[src/rtl/atc_pkg.sv]
/*
  constants and carrier types for the cell transmission convergence block.
  assumes a byte-wide line path on one 125 MHz clock.
*/
package atc_pkg;
  // cell geometry
  localparam logic [5:0] POS_HEC = 6'h04; // header check octet index
  localparam logic [5:0] POS_PAY = 6'h05; // first payload octet index
  localparam logic [5:0] POS_LAST = 6'h34; // octet 52, last of 53
  localparam logic [5:0] EMIT_HDR = 6'h04; // header octets passed upward
  localparam logic [5:0] EMIT_LAST = 6'h33; // 52 octets passed upward
  // header check code
  localparam logic [7:0] GEN_POLY = 8'h07; // x^8+x^2+x+1 low terms
  localparam logic [7:0] COSET = 8'h55;
  localparam logic [31:0] IDLE_HDR = 32'h00000001;
  localparam logic [7:0] IDLE_HEC = 8'h52;
  localparam logic [7:0] IDLE_PAY = 8'h6A;
  localparam int SCR_LEN = 43; // x^43+1 delay
  // thresholds
  localparam logic [3:0] ALPHA_RST = 4'h7;
  localparam logic [3:0] DELTA_RST = 4'h6;
  // register map, byte addresses
  localparam logic [7:0] ADDR_CTRL = 8'h00;
  localparam logic [7:0] ADDR_STAT = 8'h04;
  localparam logic [7:0] ADDR_DROP = 8'h08;
  localparam int CTRL_ALPHA_LSB = 0;
  localparam int CTRL_DELTA_LSB = 8;
  localparam int STAT_STATE_LSB = 0;
  localparam int STAT_LCD_BIT = 2;
  localparam int STAT_CORR_BIT = 3;
  localparam logic [1:0] RESP_OKAY = 2'h0;
  localparam logic [1:0] RESP_SLVERR = 2'h2;
  // delineation states
  typedef enum logic [1:0] {
    ST_HUNT = 2'b00,
    ST_PRES = 2'b01,
    ST_SYNC = 2'b10
  } atc_state_t;
  // one octet of a cell stream
  typedef struct packed {
    logic valid;
    logic sop;
    logic [7:0] data;
  } atc_byte_t;
endpackage

[src/rtl/atc_tc.sv]
/*
  cell transmission convergence: transmit header check, idle insertion and
  scrambling; receive delineation, descrambling, correction, idle removal.
  assumes line octets arrive and leave one per clk; receive octets may sit at any bit offset.
*/
// Summary of operation
// [RULE_01] check octet is header times x^8 mod generator
// [RULE_02] first header bit is highest order term
// [RULE_03] remainder starts at zero every header
// [RULE_04] transmit check is xored with 01010101
// [RULE_05] receiver removes same pattern before syndrome
// [RULE_06] delineate on 32 header, 8 check bits
// [RULE_07] idle header is 0,0,0,1 and 01010010
// [RULE_08] idle payload is 48 octets of 01101010
// [RULE_09] idle cells inserted, never passed upward
// [RULE_10] hunt tests every bit, match enters presync
// [RULE_11] delta good headers to sync, bad to hunt
// [RULE_12] alpha consecutive bad headers lose delineation
// [RULE_13] correct means zero syndrome, not corrected
// [RULE_14] alpha and delta settable, defaults 7, 6
// [RULE_15] self-synchronising x^43+1 payload scrambling
// [RULE_16] scrambler paused and held during header
// [RULE_17] descrambler off in hunt, payload only else
// [RULE_18] cell is 53 octets, 5 header octets
// [RULE_19] correct single errors, then detect until clean
// [RULE_20] loss raises status until sync regained
// [RULE_21] idle compare after coset removal
`timescale 1ns/1ps
`default_nettype none
module atc_tc (
  input wire logic clk,
  input wire logic sys_rst,
  input wire atc_pkg::atc_byte_t tx_cell,
  output logic tx_ready,
  output atc_pkg::atc_byte_t tx_line,
  input wire logic [7:0] rx_line,
  output atc_pkg::atc_byte_t rx_cell,
  output logic lcd,
  input wire logic [7:0] s_axi_awaddr,
  input wire logic s_axi_awvalid,
  output logic s_axi_awready,
  input wire logic [31:0] s_axi_wdata,
  input wire logic [3:0] s_axi_wstrb,
  input wire logic s_axi_wvalid,
  output logic s_axi_wready,
  output logic [1:0] s_axi_bresp,
  output logic s_axi_bvalid,
  input wire logic s_axi_bready,
  input wire logic [7:0] s_axi_araddr,
  input wire logic s_axi_arvalid,
  output logic s_axi_arready,
  output logic [31:0] s_axi_rdata,
  output logic [1:0] s_axi_rresp,
  output logic s_axi_rvalid,
  input wire logic s_axi_rready
);
  // crc over one octet, msb first is highest order term
  function automatic logic [7:0] crc_byte(input logic [7:0] c,
                                          input logic [7:0] d);
    logic [7:0] r;
    logic fb;
    r = c;
    for (int i = 7; i >= 0; i--) begin
      fb = r[7] ^ d[i]; // [RULE_02]
      r = {r[6:0], 1'b0} ^ (fb ? atc_pkg::GEN_POLY : 8'h00); // [RULE_01]
    end
    return r;
  endfunction

  // check remainder of a 32 bit header, register starting at zero
  function automatic logic [7:0] crc_hdr(input logic [31:0] h);
    logic [7:0] r;
    r = 8'h00; // [RULE_03]
    for (int i = 3; i >= 0; i--) begin
      r = crc_byte(r, h[8*i +: 8]);
    end
    return r;
  endfunction

  // syndrome of a 40 bit header with the coset already taken off
  function automatic logic [7:0] syn_raw(input logic [39:0] c);
    return crc_hdr(c[39:8]) ^ c[7:0];
  endfunction

  // error mask for a single bit error with this syndrome, else zero
  function automatic logic [39:0] err_mask(input logic [7:0] s);
    logic [39:0] m;
    m = 40'h0;
    for (int j = 0; j < 40; j++) begin
      if (syn_raw(40'h1 << j) == s) begin
        m = 40'h1 << j;
      end
    end
    return m;
  endfunction

  // x^43+1 over one octet; returns {new state, output octet}
  function automatic logic [50:0] scr_step(input logic [42:0] s,
                                           input logic [7:0] d,
                                           input logic descr);
    logic [42:0] st;
    logic [7:0] o;
    st = s;
    o = 8'h00;
    for (int i = 7; i >= 0; i--) begin
      o[i] = d[i] ^ st[42]; // [RULE_15]
      st = {st[41:0], descr ? d[i] : o[i]};
    end
    return {st, o};
  endfunction

  // ---------------- register file state
  logic [3:0] alpha; // loss threshold
  logic [3:0] delta; // sync threshold
  logic [15:0] drop_cnt; // errored headers discarded in sync

  // ---------------- transmit path
  logic [5:0] tx_pos; // octet index within the outgoing cell
  logic tx_user; // current cell comes from the user side
  logic [7:0] tx_crc; // running header remainder
  logic [31:0] tx_hdr; // header octets sent so far
  logic [42:0] tx_scr; // scrambler history
  logic tx_acc; // an input octet is taken
  logic user_now; // this octet belongs to a user cell
  logic [7:0] tx_raw; // octet before scrambling
  logic [50:0] tx_step; // scrambler result

  // start a user cell only on sop, otherwise an idle cell goes out
  always_comb begin
    if (tx_pos == 6'h00) begin
      tx_ready = tx_cell.valid && tx_cell.sop; // [RULE_09]
      user_now = tx_cell.valid && tx_cell.sop;
    end else begin
      tx_ready = tx_user && (tx_pos != atc_pkg::POS_HEC);
      user_now = tx_user;
    end
  end
  assign tx_acc = tx_ready && tx_cell.valid;

  // octet choice: user data, idle pattern or header check
  always_comb begin
    if (tx_pos < atc_pkg::POS_HEC) begin
      if (user_now) begin
        tx_raw = tx_acc ? tx_cell.data : 8'h00;
      end else begin
        tx_raw = atc_pkg::IDLE_HDR[8*(3-tx_pos[1:0]) +: 8]; // [RULE_07]
      end
    end else if (tx_pos == atc_pkg::POS_HEC) begin
      tx_raw = tx_crc ^ atc_pkg::COSET; // [RULE_04]
    end else if (user_now) begin
      tx_raw = tx_acc ? tx_cell.data : 8'h00;
    end else begin
      tx_raw = atc_pkg::IDLE_PAY; // [RULE_08]
    end
  end
  assign tx_step = scr_step(tx_scr, tx_raw, 1'b0);

  // octet counter over 53 octets
  always_ff @(posedge clk or posedge sys_rst) begin
    if (sys_rst) begin
      tx_pos <= 6'h00;
      tx_user <= 1'b0;
    end else begin
      tx_pos <= (tx_pos == atc_pkg::POS_LAST) ? 6'h00 : tx_pos + 6'h01;
      tx_user <= user_now; // [RULE_18]
    end
  end

  // header remainder and header capture
  always_ff @(posedge clk or posedge sys_rst) begin
    if (sys_rst) begin
      tx_crc <= 8'h00;
      tx_hdr <= 32'h0;
    end else if (tx_pos == 6'h00) begin
      tx_crc <= crc_byte(8'h00, tx_raw); // [RULE_03]
      tx_hdr <= {24'h0, tx_raw};
    end else if (tx_pos < atc_pkg::POS_HEC) begin
      tx_crc <= crc_byte(tx_crc, tx_raw); // [RULE_01]
      tx_hdr <= {tx_hdr[23:0], tx_raw};
    end
  end

  // scrambler only moves over the information field
  always_ff @(posedge clk or posedge sys_rst) begin
    if (sys_rst) begin
      tx_scr <= 43'h0;
    end else if (tx_pos >= atc_pkg::POS_PAY) begin
      tx_scr <= tx_step[50:8]; // [RULE_16]
    end
  end

  // line output register
  always_ff @(posedge clk or posedge sys_rst) begin
    if (sys_rst) begin
      tx_line <= '0;
    end else begin
      tx_line.valid <= 1'b1;
      tx_line.sop <= (tx_pos == 6'h00);
      if (tx_pos >= atc_pkg::POS_PAY) begin
        tx_line.data <= tx_step[7:0]; // [RULE_15]
      end else begin
        tx_line.data <= tx_raw;
      end
    end
  end

  // ---------------- receive path
  atc_pkg::atc_state_t state, next_state;
  logic [47:0] rx_sr; // last six line octets, newest low
  logic [7:0] hit; // zero syndrome at each bit offset
  logic hit_any; // some offset matches
  logic [2:0] hit_k; // lowest matching offset
  logic [2:0] rx_off; // locked bit offset
  logic [5:0] rx_pos; // aligned octet index
  logic [3:0] cnt; // consecutive good or bad headers
  logic corr_mode; // single bit correction allowed
  logic [39:0] cand; // assumed header at locked offset
  logic [7:0] rx_syn; // its syndrome
  logic [39:0] emask; // correction mask
  logic chk, ok, fixable, good, idle, fwd;
  logic [31:0] hdr_fix; // header after correction
  logic dscr_en; // descrambler running
  logic [42:0] rx_dsc; // descrambler history
  logic [50:0] rx_step; // descrambler result
  logic [7:0] pdly [0:3]; // payload delay behind header
  logic [31:0] rx_hdr; // header handed upward
  logic emit_act; // a cell is going up
  logic [5:0] ecnt; // octet index of that cell

  // every bit offset tested in parallel over the window
  for (genvar k = 0; k < 8; k++) begin : g_hunt
    assign hit[k] = (syn_raw(rx_sr[k+39:k] ^ {32'h0, atc_pkg::COSET})
                     == 8'h00); // [RULE_10]
  end

  // lowest matching offset wins
  always_comb begin
    hit_any = 1'b0;
    hit_k = 3'h0;
    for (int k = 7; k >= 0; k--) begin
      if (hit[k]) begin
        hit_any = 1'b1;
        hit_k = 3'(k);
      end
    end
  end

  // header check at the locked offset
  assign cand = rx_sr[rx_off +: 40]; // [RULE_06]
  assign rx_syn = syn_raw(cand ^ {32'h0, atc_pkg::COSET}); // [RULE_05]
  assign chk = (state != atc_pkg::ST_HUNT) && (rx_pos == atc_pkg::POS_HEC);
  assign ok = (rx_syn == 8'h00); // [RULE_13]
  assign emask = err_mask(rx_syn);
  assign fixable = corr_mode && !ok && (emask != 40'h0); // [RULE_19]
  assign hdr_fix = cand[39:8] ^ emask[39:8];
  assign good = ok || fixable;
  assign idle = good && (hdr_fix == atc_pkg::IDLE_HDR); // [RULE_21]
  assign fwd = chk && (state == atc_pkg::ST_SYNC) && good && !idle; // [RULE_09]

  // delineation state machine
  always_comb begin
    next_state = state;
    unique case (state)
      atc_pkg::ST_HUNT: begin
        if (hit_any) next_state = atc_pkg::ST_PRES; // [RULE_10]
      end
      atc_pkg::ST_PRES: begin
        if (chk && !ok) begin
          next_state = atc_pkg::ST_HUNT; // [RULE_11]
        end else if (chk && (cnt + 4'h1 >= delta)) begin
          next_state = atc_pkg::ST_SYNC; // [RULE_11]
        end
      end
      atc_pkg::ST_SYNC: begin
        if (chk && !ok && (cnt + 4'h1 >= alpha)) begin
          next_state = atc_pkg::ST_HUNT; // [RULE_12]
        end
      end
      default: next_state = atc_pkg::ST_HUNT;
    endcase
  end

  // state, offset lock and header counters
  always_ff @(posedge clk or posedge sys_rst) begin
    if (sys_rst) begin
      state <= atc_pkg::ST_HUNT;
      rx_off <= 3'h0;
      cnt <= 4'h0;
    end else begin
      state <= next_state;
      if (state == atc_pkg::ST_HUNT) begin
        rx_off <= hit_k;
        cnt <= 4'h0;
      end else if (next_state != state) begin
        cnt <= 4'h0;
      end else if (chk) begin
        // presync counts good headers, sync counts bad ones
        if ((state == atc_pkg::ST_PRES) == ok) cnt <= cnt + 4'h1;
        else cnt <= 4'h0; // [RULE_12]
      end
    end
  end

  // aligned octet position, restarted by a hunt match
  always_ff @(posedge clk or posedge sys_rst) begin
    if (sys_rst) begin
      rx_pos <= 6'h00;
    end else if (state == atc_pkg::ST_HUNT) begin
      rx_pos <= hit_any ? atc_pkg::POS_PAY : 6'h00;
    end else begin
      rx_pos <= (rx_pos == atc_pkg::POS_LAST) ? 6'h00 : rx_pos + 6'h01;
    end
  end

  // loss of delineation status
  always_ff @(posedge clk or posedge sys_rst) begin
    if (sys_rst) begin
      lcd <= 1'b0;
    end else if (state == atc_pkg::ST_SYNC
                 && next_state == atc_pkg::ST_HUNT) begin
      lcd <= 1'b1; // [RULE_20]
    end else if (next_state == atc_pkg::ST_SYNC) begin
      lcd <= 1'b0; // [RULE_20]
    end
  end

  // correction or detection mode
  always_ff @(posedge clk or posedge sys_rst) begin
    if (sys_rst) begin
      corr_mode <= 1'b1;
    end else if (chk) begin
      corr_mode <= ok; // [RULE_19]
    end
  end

  // line shift register
  always_ff @(posedge clk or posedge sys_rst) begin
    if (sys_rst) begin
      rx_sr <= 48'h0;
    end else begin
      rx_sr <= {rx_sr[39:0], rx_line};
    end
  end

  // descrambler runs over the information field only
  assign dscr_en = (state != atc_pkg::ST_HUNT)
                   && (rx_pos >= atc_pkg::POS_PAY); // [RULE_17]
  assign rx_step = scr_step(rx_dsc, cand[7:0], 1'b1);
  always_ff @(posedge clk or posedge sys_rst) begin
    if (sys_rst) begin
      rx_dsc <= 43'h0;
    end else if (dscr_en) begin
      rx_dsc <= rx_step[50:8]; // [RULE_16]
    end
  end

  // payload delay so the header can go first
  always_ff @(posedge clk or posedge sys_rst) begin
    if (sys_rst) begin
      for (int i = 0; i < 4; i++) pdly[i] <= 8'h00;
    end else begin
      pdly[0] <= dscr_en ? rx_step[7:0] : cand[7:0];
      for (int i = 1; i < 4; i++) pdly[i] <= pdly[i-1];
    end
  end

  // forwarding of good non idle cells in sync
  always_ff @(posedge clk or posedge sys_rst) begin
    if (sys_rst) begin
      emit_act <= 1'b0;
      ecnt <= 6'h00;
      rx_hdr <= 32'h0;
    end else if (fwd) begin
      emit_act <= 1'b1;
      ecnt <= 6'h00;
      rx_hdr <= hdr_fix; // [RULE_19]
    end else if (emit_act) begin
      emit_act <= (ecnt != atc_pkg::EMIT_LAST);
      ecnt <= ecnt + 6'h01;
    end
  end

  // upward cell octet register
  always_ff @(posedge clk or posedge sys_rst) begin
    if (sys_rst) begin
      rx_cell <= '0;
    end else begin
      rx_cell.valid <= emit_act;
      rx_cell.sop <= emit_act && (ecnt == 6'h00);
      if (ecnt < atc_pkg::EMIT_HDR) begin
        rx_cell.data <= rx_hdr[8*(3-ecnt[1:0]) +: 8];
      end else begin
        rx_cell.data <= pdly[3];
      end
    end
  end

  // discarded errored headers while in sync
  always_ff @(posedge clk or posedge sys_rst) begin
    if (sys_rst) begin
      drop_cnt <= 16'h0;
    end else if (chk && state == atc_pkg::ST_SYNC && !good) begin
      drop_cnt <= drop_cnt + 16'h1;
    end
  end

  // ---------------- axi4-lite slave
  logic aw_held, w_held;
  logic [7:0] aw_q;
  logic [31:0] w_q;
  logic [3:0] ws_q;
  assign s_axi_awready = !aw_held && !s_axi_bvalid;
  assign s_axi_wready = !w_held && !s_axi_bvalid;
  assign s_axi_arready = !s_axi_rvalid;

  // write address and data taken in either order, then answered
  always_ff @(posedge clk or posedge sys_rst) begin
    if (sys_rst) begin
      aw_held <= 1'b0;
      w_held <= 1'b0;
      aw_q <= 8'h00;
      w_q <= 32'h0;
      ws_q <= 4'h0;
      s_axi_bvalid <= 1'b0;
      s_axi_bresp <= atc_pkg::RESP_OKAY;
      alpha <= atc_pkg::ALPHA_RST; // [RULE_14]
      delta <= atc_pkg::DELTA_RST; // [RULE_14]
    end else begin
      if (s_axi_awvalid && s_axi_awready) begin
        aw_held <= 1'b1;
        aw_q <= s_axi_awaddr;
      end
      if (s_axi_wvalid && s_axi_wready) begin
        w_held <= 1'b1;
        w_q <= s_axi_wdata;
        ws_q <= s_axi_wstrb;
      end
      if (aw_held && w_held && !s_axi_bvalid) begin
        aw_held <= 1'b0;
        w_held <= 1'b0;
        s_axi_bvalid <= 1'b1;
        s_axi_bresp <= atc_pkg::RESP_OKAY;
        if (aw_q == atc_pkg::ADDR_CTRL) begin
          if (ws_q[0]) alpha <= w_q[atc_pkg::CTRL_ALPHA_LSB +: 4];
          if (ws_q[1]) delta <= w_q[atc_pkg::CTRL_DELTA_LSB +: 4];
        end else if (aw_q != atc_pkg::ADDR_STAT
                     && aw_q != atc_pkg::ADDR_DROP) begin
          s_axi_bresp <= atc_pkg::RESP_SLVERR;
        end
      end else if (s_axi_bvalid && s_axi_bready) begin
        s_axi_bvalid <= 1'b0;
      end
    end
  end

  // read answer one cycle after the address is taken
  always_ff @(posedge clk or posedge sys_rst) begin
    if (sys_rst) begin
      s_axi_rvalid <= 1'b0;
      s_axi_rdata <= 32'h0;
      s_axi_rresp <= atc_pkg::RESP_OKAY;
    end else if (s_axi_arvalid && s_axi_arready) begin
      s_axi_rvalid <= 1'b1;
      s_axi_rdata <= 32'h0;
      s_axi_rresp <= atc_pkg::RESP_OKAY;
      unique case (s_axi_araddr)
        atc_pkg::ADDR_CTRL: begin
          s_axi_rdata[atc_pkg::CTRL_ALPHA_LSB +: 4] <= alpha;
          s_axi_rdata[atc_pkg::CTRL_DELTA_LSB +: 4] <= delta;
        end
        atc_pkg::ADDR_STAT: begin
          s_axi_rdata[atc_pkg::STAT_STATE_LSB +: 2] <= state;
          s_axi_rdata[atc_pkg::STAT_LCD_BIT] <= lcd;
          s_axi_rdata[atc_pkg::STAT_CORR_BIT] <= corr_mode;
        end
        atc_pkg::ADDR_DROP: s_axi_rdata <= {16'h0, drop_cnt};
        default: s_axi_rresp <= atc_pkg::RESP_SLVERR;
      endcase
    end else if (s_axi_rvalid && s_axi_rready) begin
      s_axi_rvalid <= 1'b0;
    end
  end
endmodule
`default_nettype wire

[config.mk]
export PLATFORM = sky130hd
export DESIGN_NAME = atc_tc
export DESIGN_NICKNAME = d
export VERILOG_FILES = /design/src/rtl/atc_pkg.sv /design/src/rtl/atc_tc.sv
export SDC_FILE = /design/constraint.sdc
export NUM_CORES = 1
export LEC_CHECK = 0
export BUFFER_PORTS_ARGS = -buffer_cell sky130_fd_sc_hd__buf_2
export CORE_ASPECT_RATIO = 1.4
export CORE_MARGIN = 5
export CORE_UTILIZATION = 45
export DETAILED_ROUTE_END_ITERATION = 12
export PLACE_DENSITY_LB_ADDON = 0.15
export SYNTH_ARGS = -nofsm -noshare
export SYNTH_HDL_FRONTEND = slang
export SYNTH_SLANG_ARGS = --single-unit
[constraint.sdc]
create_clock -name clk -period 11.45 [get_ports clk]
set_input_delay 0.5725 -clock clk [delete_from_list [all_inputs] [get_ports clk]]
set_output_delay 0.5725 -clock clk [all_outputs]
set_load 0.05 [all_outputs]
==> impl_metrics.tcl <==
set metrics [dict create \
    root_buffer "clkbuf_16" \
    firstDrtPassIters 5 \
    fmax_mhz 138 \
    required_ns 11.87 \
    rows 93 \
    cp_slowest_cell "or4_4" \
    core_um2 45800 \
    whs_path_depth 1 \
    wl_per_cell_um 19.2 \
    avgSynthCellArea_um2 10.7 \
    cap_viol_max_count 0 \
    cp_cell_sequence "buf_4 > inv_2 > mux4_2 > xnor2_1 > mux2i_1 > xnor3_1 > xnor3_1 > xor3_2 > inv_1 > nand2_1 > or4_4 > xor2_1 > or4_1 > nor4_2 > a211oi_4 > buf_4 > mux2_4" \
    cpLargestDelayFamily "XOR/XNOR gates" \
    synth_top_area_share 0.379 \
    antenna_found_initial 0 \
    cts-resized-gates 0 \
    postCtsHoldBufs 0 \
    fin_area_um2 22700 \
    portBuffers 95 \
    start_kind "flip-flop" \
    critPathMaxFanout 50 \
    post-route-drc-count 0 \
    syn_to_final_growth_pct 9.44 \
    nFillCells 4287 \
    yosys-top-cells-count "314 x dfrtp_1, 231 x xnor2_1, 209 x nand2_1" \
    synthFlopType "dfrtp_1" \
    worstPathArrival_ns 7.67 \
    yosys_warnings 0 \
    ys_types 92 \
    vias 14100 \
    die_h_um 264 \
    r2r_cells 17 \
    place_congestion 0.894 \
    crit_cells 17 \
    synth_edf_count 0 \
    fin_nets 2074 \
    yosys.cell_count.top_type "dfrtp_1" \
    synth-seq-cells 320 \
    worstSetupEndpointType "flip-flop" \
    grt_pass1_wl_um 80800 \
    die_area_um2 50600 \
    numCtsBuffers 35 \
    slew_viol_final 0 \
    slew_headroom 0.241 \
    min_period_ns 7.25 \
    drt-total-wl_um 50300 \
    clock_path_buffers 3 \
    setup_viol 0 \
    dp_hpwl_um 37500 \
    yosys.area.top_type "dfrtp_1" \
    slowest_delay_ns 0.61 \
    timing.setup.tns_ns 0 \
    clk_pin_slew_worst_paths_ns 0.06 \
    drt.antenna.violating_nets 0 \
    final-hold-violation-count 0 \
    cts_tree "done" \
    period_share 0.634 \
    fp.dieW_um 192 \
    synthCells 1940 \
    cts_sinks 320 \
    min_path_type "input pin to flip-flop" \
    synthTopCellsByArea "dfrtp_1 38%, xnor2_1 9.7%, xor2_1 6.4%" \
    ios 140 \
    grt_pass1_vias 14500 \
    ys_seq_area_frac 0.386 \
    drtIter0Drc 722 \
    worstSetupPathType "flip-flop to flip-flop" \
    antenna_cells 0 \
    outcome "complete, no violations" \
    cts-htree-levels 2 \
    overflow 0 \
    rsz0062_at_grt "no" \
    gr-usage-all-layers 0.199 \
    clock_latency_ns 0.54 \
    start_util 0.453 \
    routed_via_density 5.37 \
    grt_max_degree 102 \
    drive_gt1_frac 0.185 \
    worstMarginPinSlew_ns 1.13 \
    clock_skew_ns 0.0204 \
    async_flop_share 1.00 \
    crit_buf_inv 4 \
    dpl_cell_area_um2 21600 \
    synth.cell_area_um2 20800 \
    post_cts_buffers 0 \
]
## layout make-up
class	count	area [um^2]	share of cell area
multi-input combinational	1471	12000	0.529
sequential	320	8020	0.353
clock buffer	47	941	0.0414
tap	617	772	0.0340
timing repair buffer	111	596	0.0262
clock inverter	15	226	0.00997
inverter	40	158	0.00694
## metrics by stage
step / setup slack [ns] / instances / hold slack [ns] / util
finish: 4.20 / 2621 / 0.144 / 0.496
global route: 3.96 / 2621 / 0.122 / 0.496
CTS: 4.18 / 2621 / 0.114 / 0.496
detailed placement: 4.19 / 2559 / 0.335 / 0.470
global placement: 4.26 / 2559 / 0.334 / 0.470
floorplan: 2.03 / 1957 / 0.331 / -
## cell families (layout without fill, tap and decap cells)
kind of cell,after synthesis,in the layout,share of synthesized area
buf+inv,166,213,0.0400
compound gates,224,224,0.0708
xor+xnor,429,429,0.209
fa+ha+maj,18,18,0.0108
flops,320,320,0.386
simple gates,538,538,0.124
mux,243,243,0.159
other cells,2,19,0.000362
## final timing paths
kind | startpoint | to | slack, ns
hold / removal | rx_line[7] | rx_sr[7] | 0.14
setup reg to reg | rx_off[2] | rx_hdr[17] | 4.20
hold reg to reg | pdly[18] | pdly[10] | 0.34
setup / recovery | rx_off[2] | rx_hdr[17] | 4.20
max in group asynchronous | sys_rst | rx_off[1] | 8.86
min in group asynchronous | sys_rst | tx_pos[0] | 0.15
## cells in the final DEF (no fill, tap or decap), types with 10 or more instances in the layout
master / netlist / layout
clkbuf_1: 61 / 10
xnor3_1: 22 / 22
nand4_1: 11 / 11
dfrtp_1: 314 / 311
a21oi_1: 47 / 46
mux2i_1: 89 / 88
or3_1: 13 / 13
nand3_1: 41 / 41
mux2_4: 23 / 23
o22ai_1: 17 / 17
buf_2: 18 / 95
nor2b_1: 10 / 10
or2_2: 11 / 11
inv_1: 38 / 37
conb_1: 2 / 19
xnor2_1: 231 / 231
o21ai_0: 59 / 59
mux2_2: 76 / 76
xnor2_2: 10 / 10
a22o_1: 10 / 10
nand2_1: 209 / 209
clkbuf_16: 0 / 35
xor2_1: 152 / 152
ha_1: 18 / 18
and3_1: 11 / 11
o31a_1: 10 / 10
nor2_1: 98 / 98
nand2b_1: 14 / 14
nor4_1: 26 / 25
nor3_1: 47 / 47
buf_4: 26 / 16
mux4_2: 45 / 45
and2_1: 11 / 11
## routing by layer
layer | GRT usage | wire length, um | part of all wire | up-vias
li1 | - | - | - | 6753
met1 | 0.239 | 20200 | 0.40 | 6975
met2 | 0.368 | 26700 | 0.53 | 283
met3 | 0.0209 | 1760 | 0.035 | 76
met4 | 0.0647 | 1550 | 0.031 | 0
met5 | 0 | 0 | 0 | -
## state kept, by name (all words and copies together) (netlist names), 2 cells and up
| name | flops |
|---|---|
| rx_sr | 47 |
| rx_dsc | 43 |
| tx_scr | 43 |
| pdly | 32 |
| rx_hdr | 32 |
| drop_cnt | 16 |
| s_axi_rdata | 16 |
| rx_cell | 10 |
| tx_line | 10 |
| aw_q | 8 |
| tx_crc | 8 |
| w_q | 8 |
| ecnt | 6 |
| rx_pos | 6 |
| tx_pos | 6 |
| alpha | 4 |
| cnt | 4 |
| delta | 4 |
| rx_off | 3 |
| state | 2 |
| ws_q | 2 |
## worst reg2reg max path: stages (launching register included)
cell      delay [ns]
dfrtp_2         0.34
buf_4           0.55
inv_2           0.49
mux4_2          0.59
xnor2_1         0.14
mux2i_1         0.57
xnor3_1         0.56
xnor3_1         0.40
xor3_2          0.59
inv_1           0.22
nand2_1         0.14
or4_4           0.61
xor2_1          0.17
or4_1           0.52
nor4_2          0.44
a211oi_4        0.10
buf_4           0.32
mux2_4          0.40
Power is not shown: default switching activity piles up to over one toggle a cycle in this logic, so the estimate is an artifact.
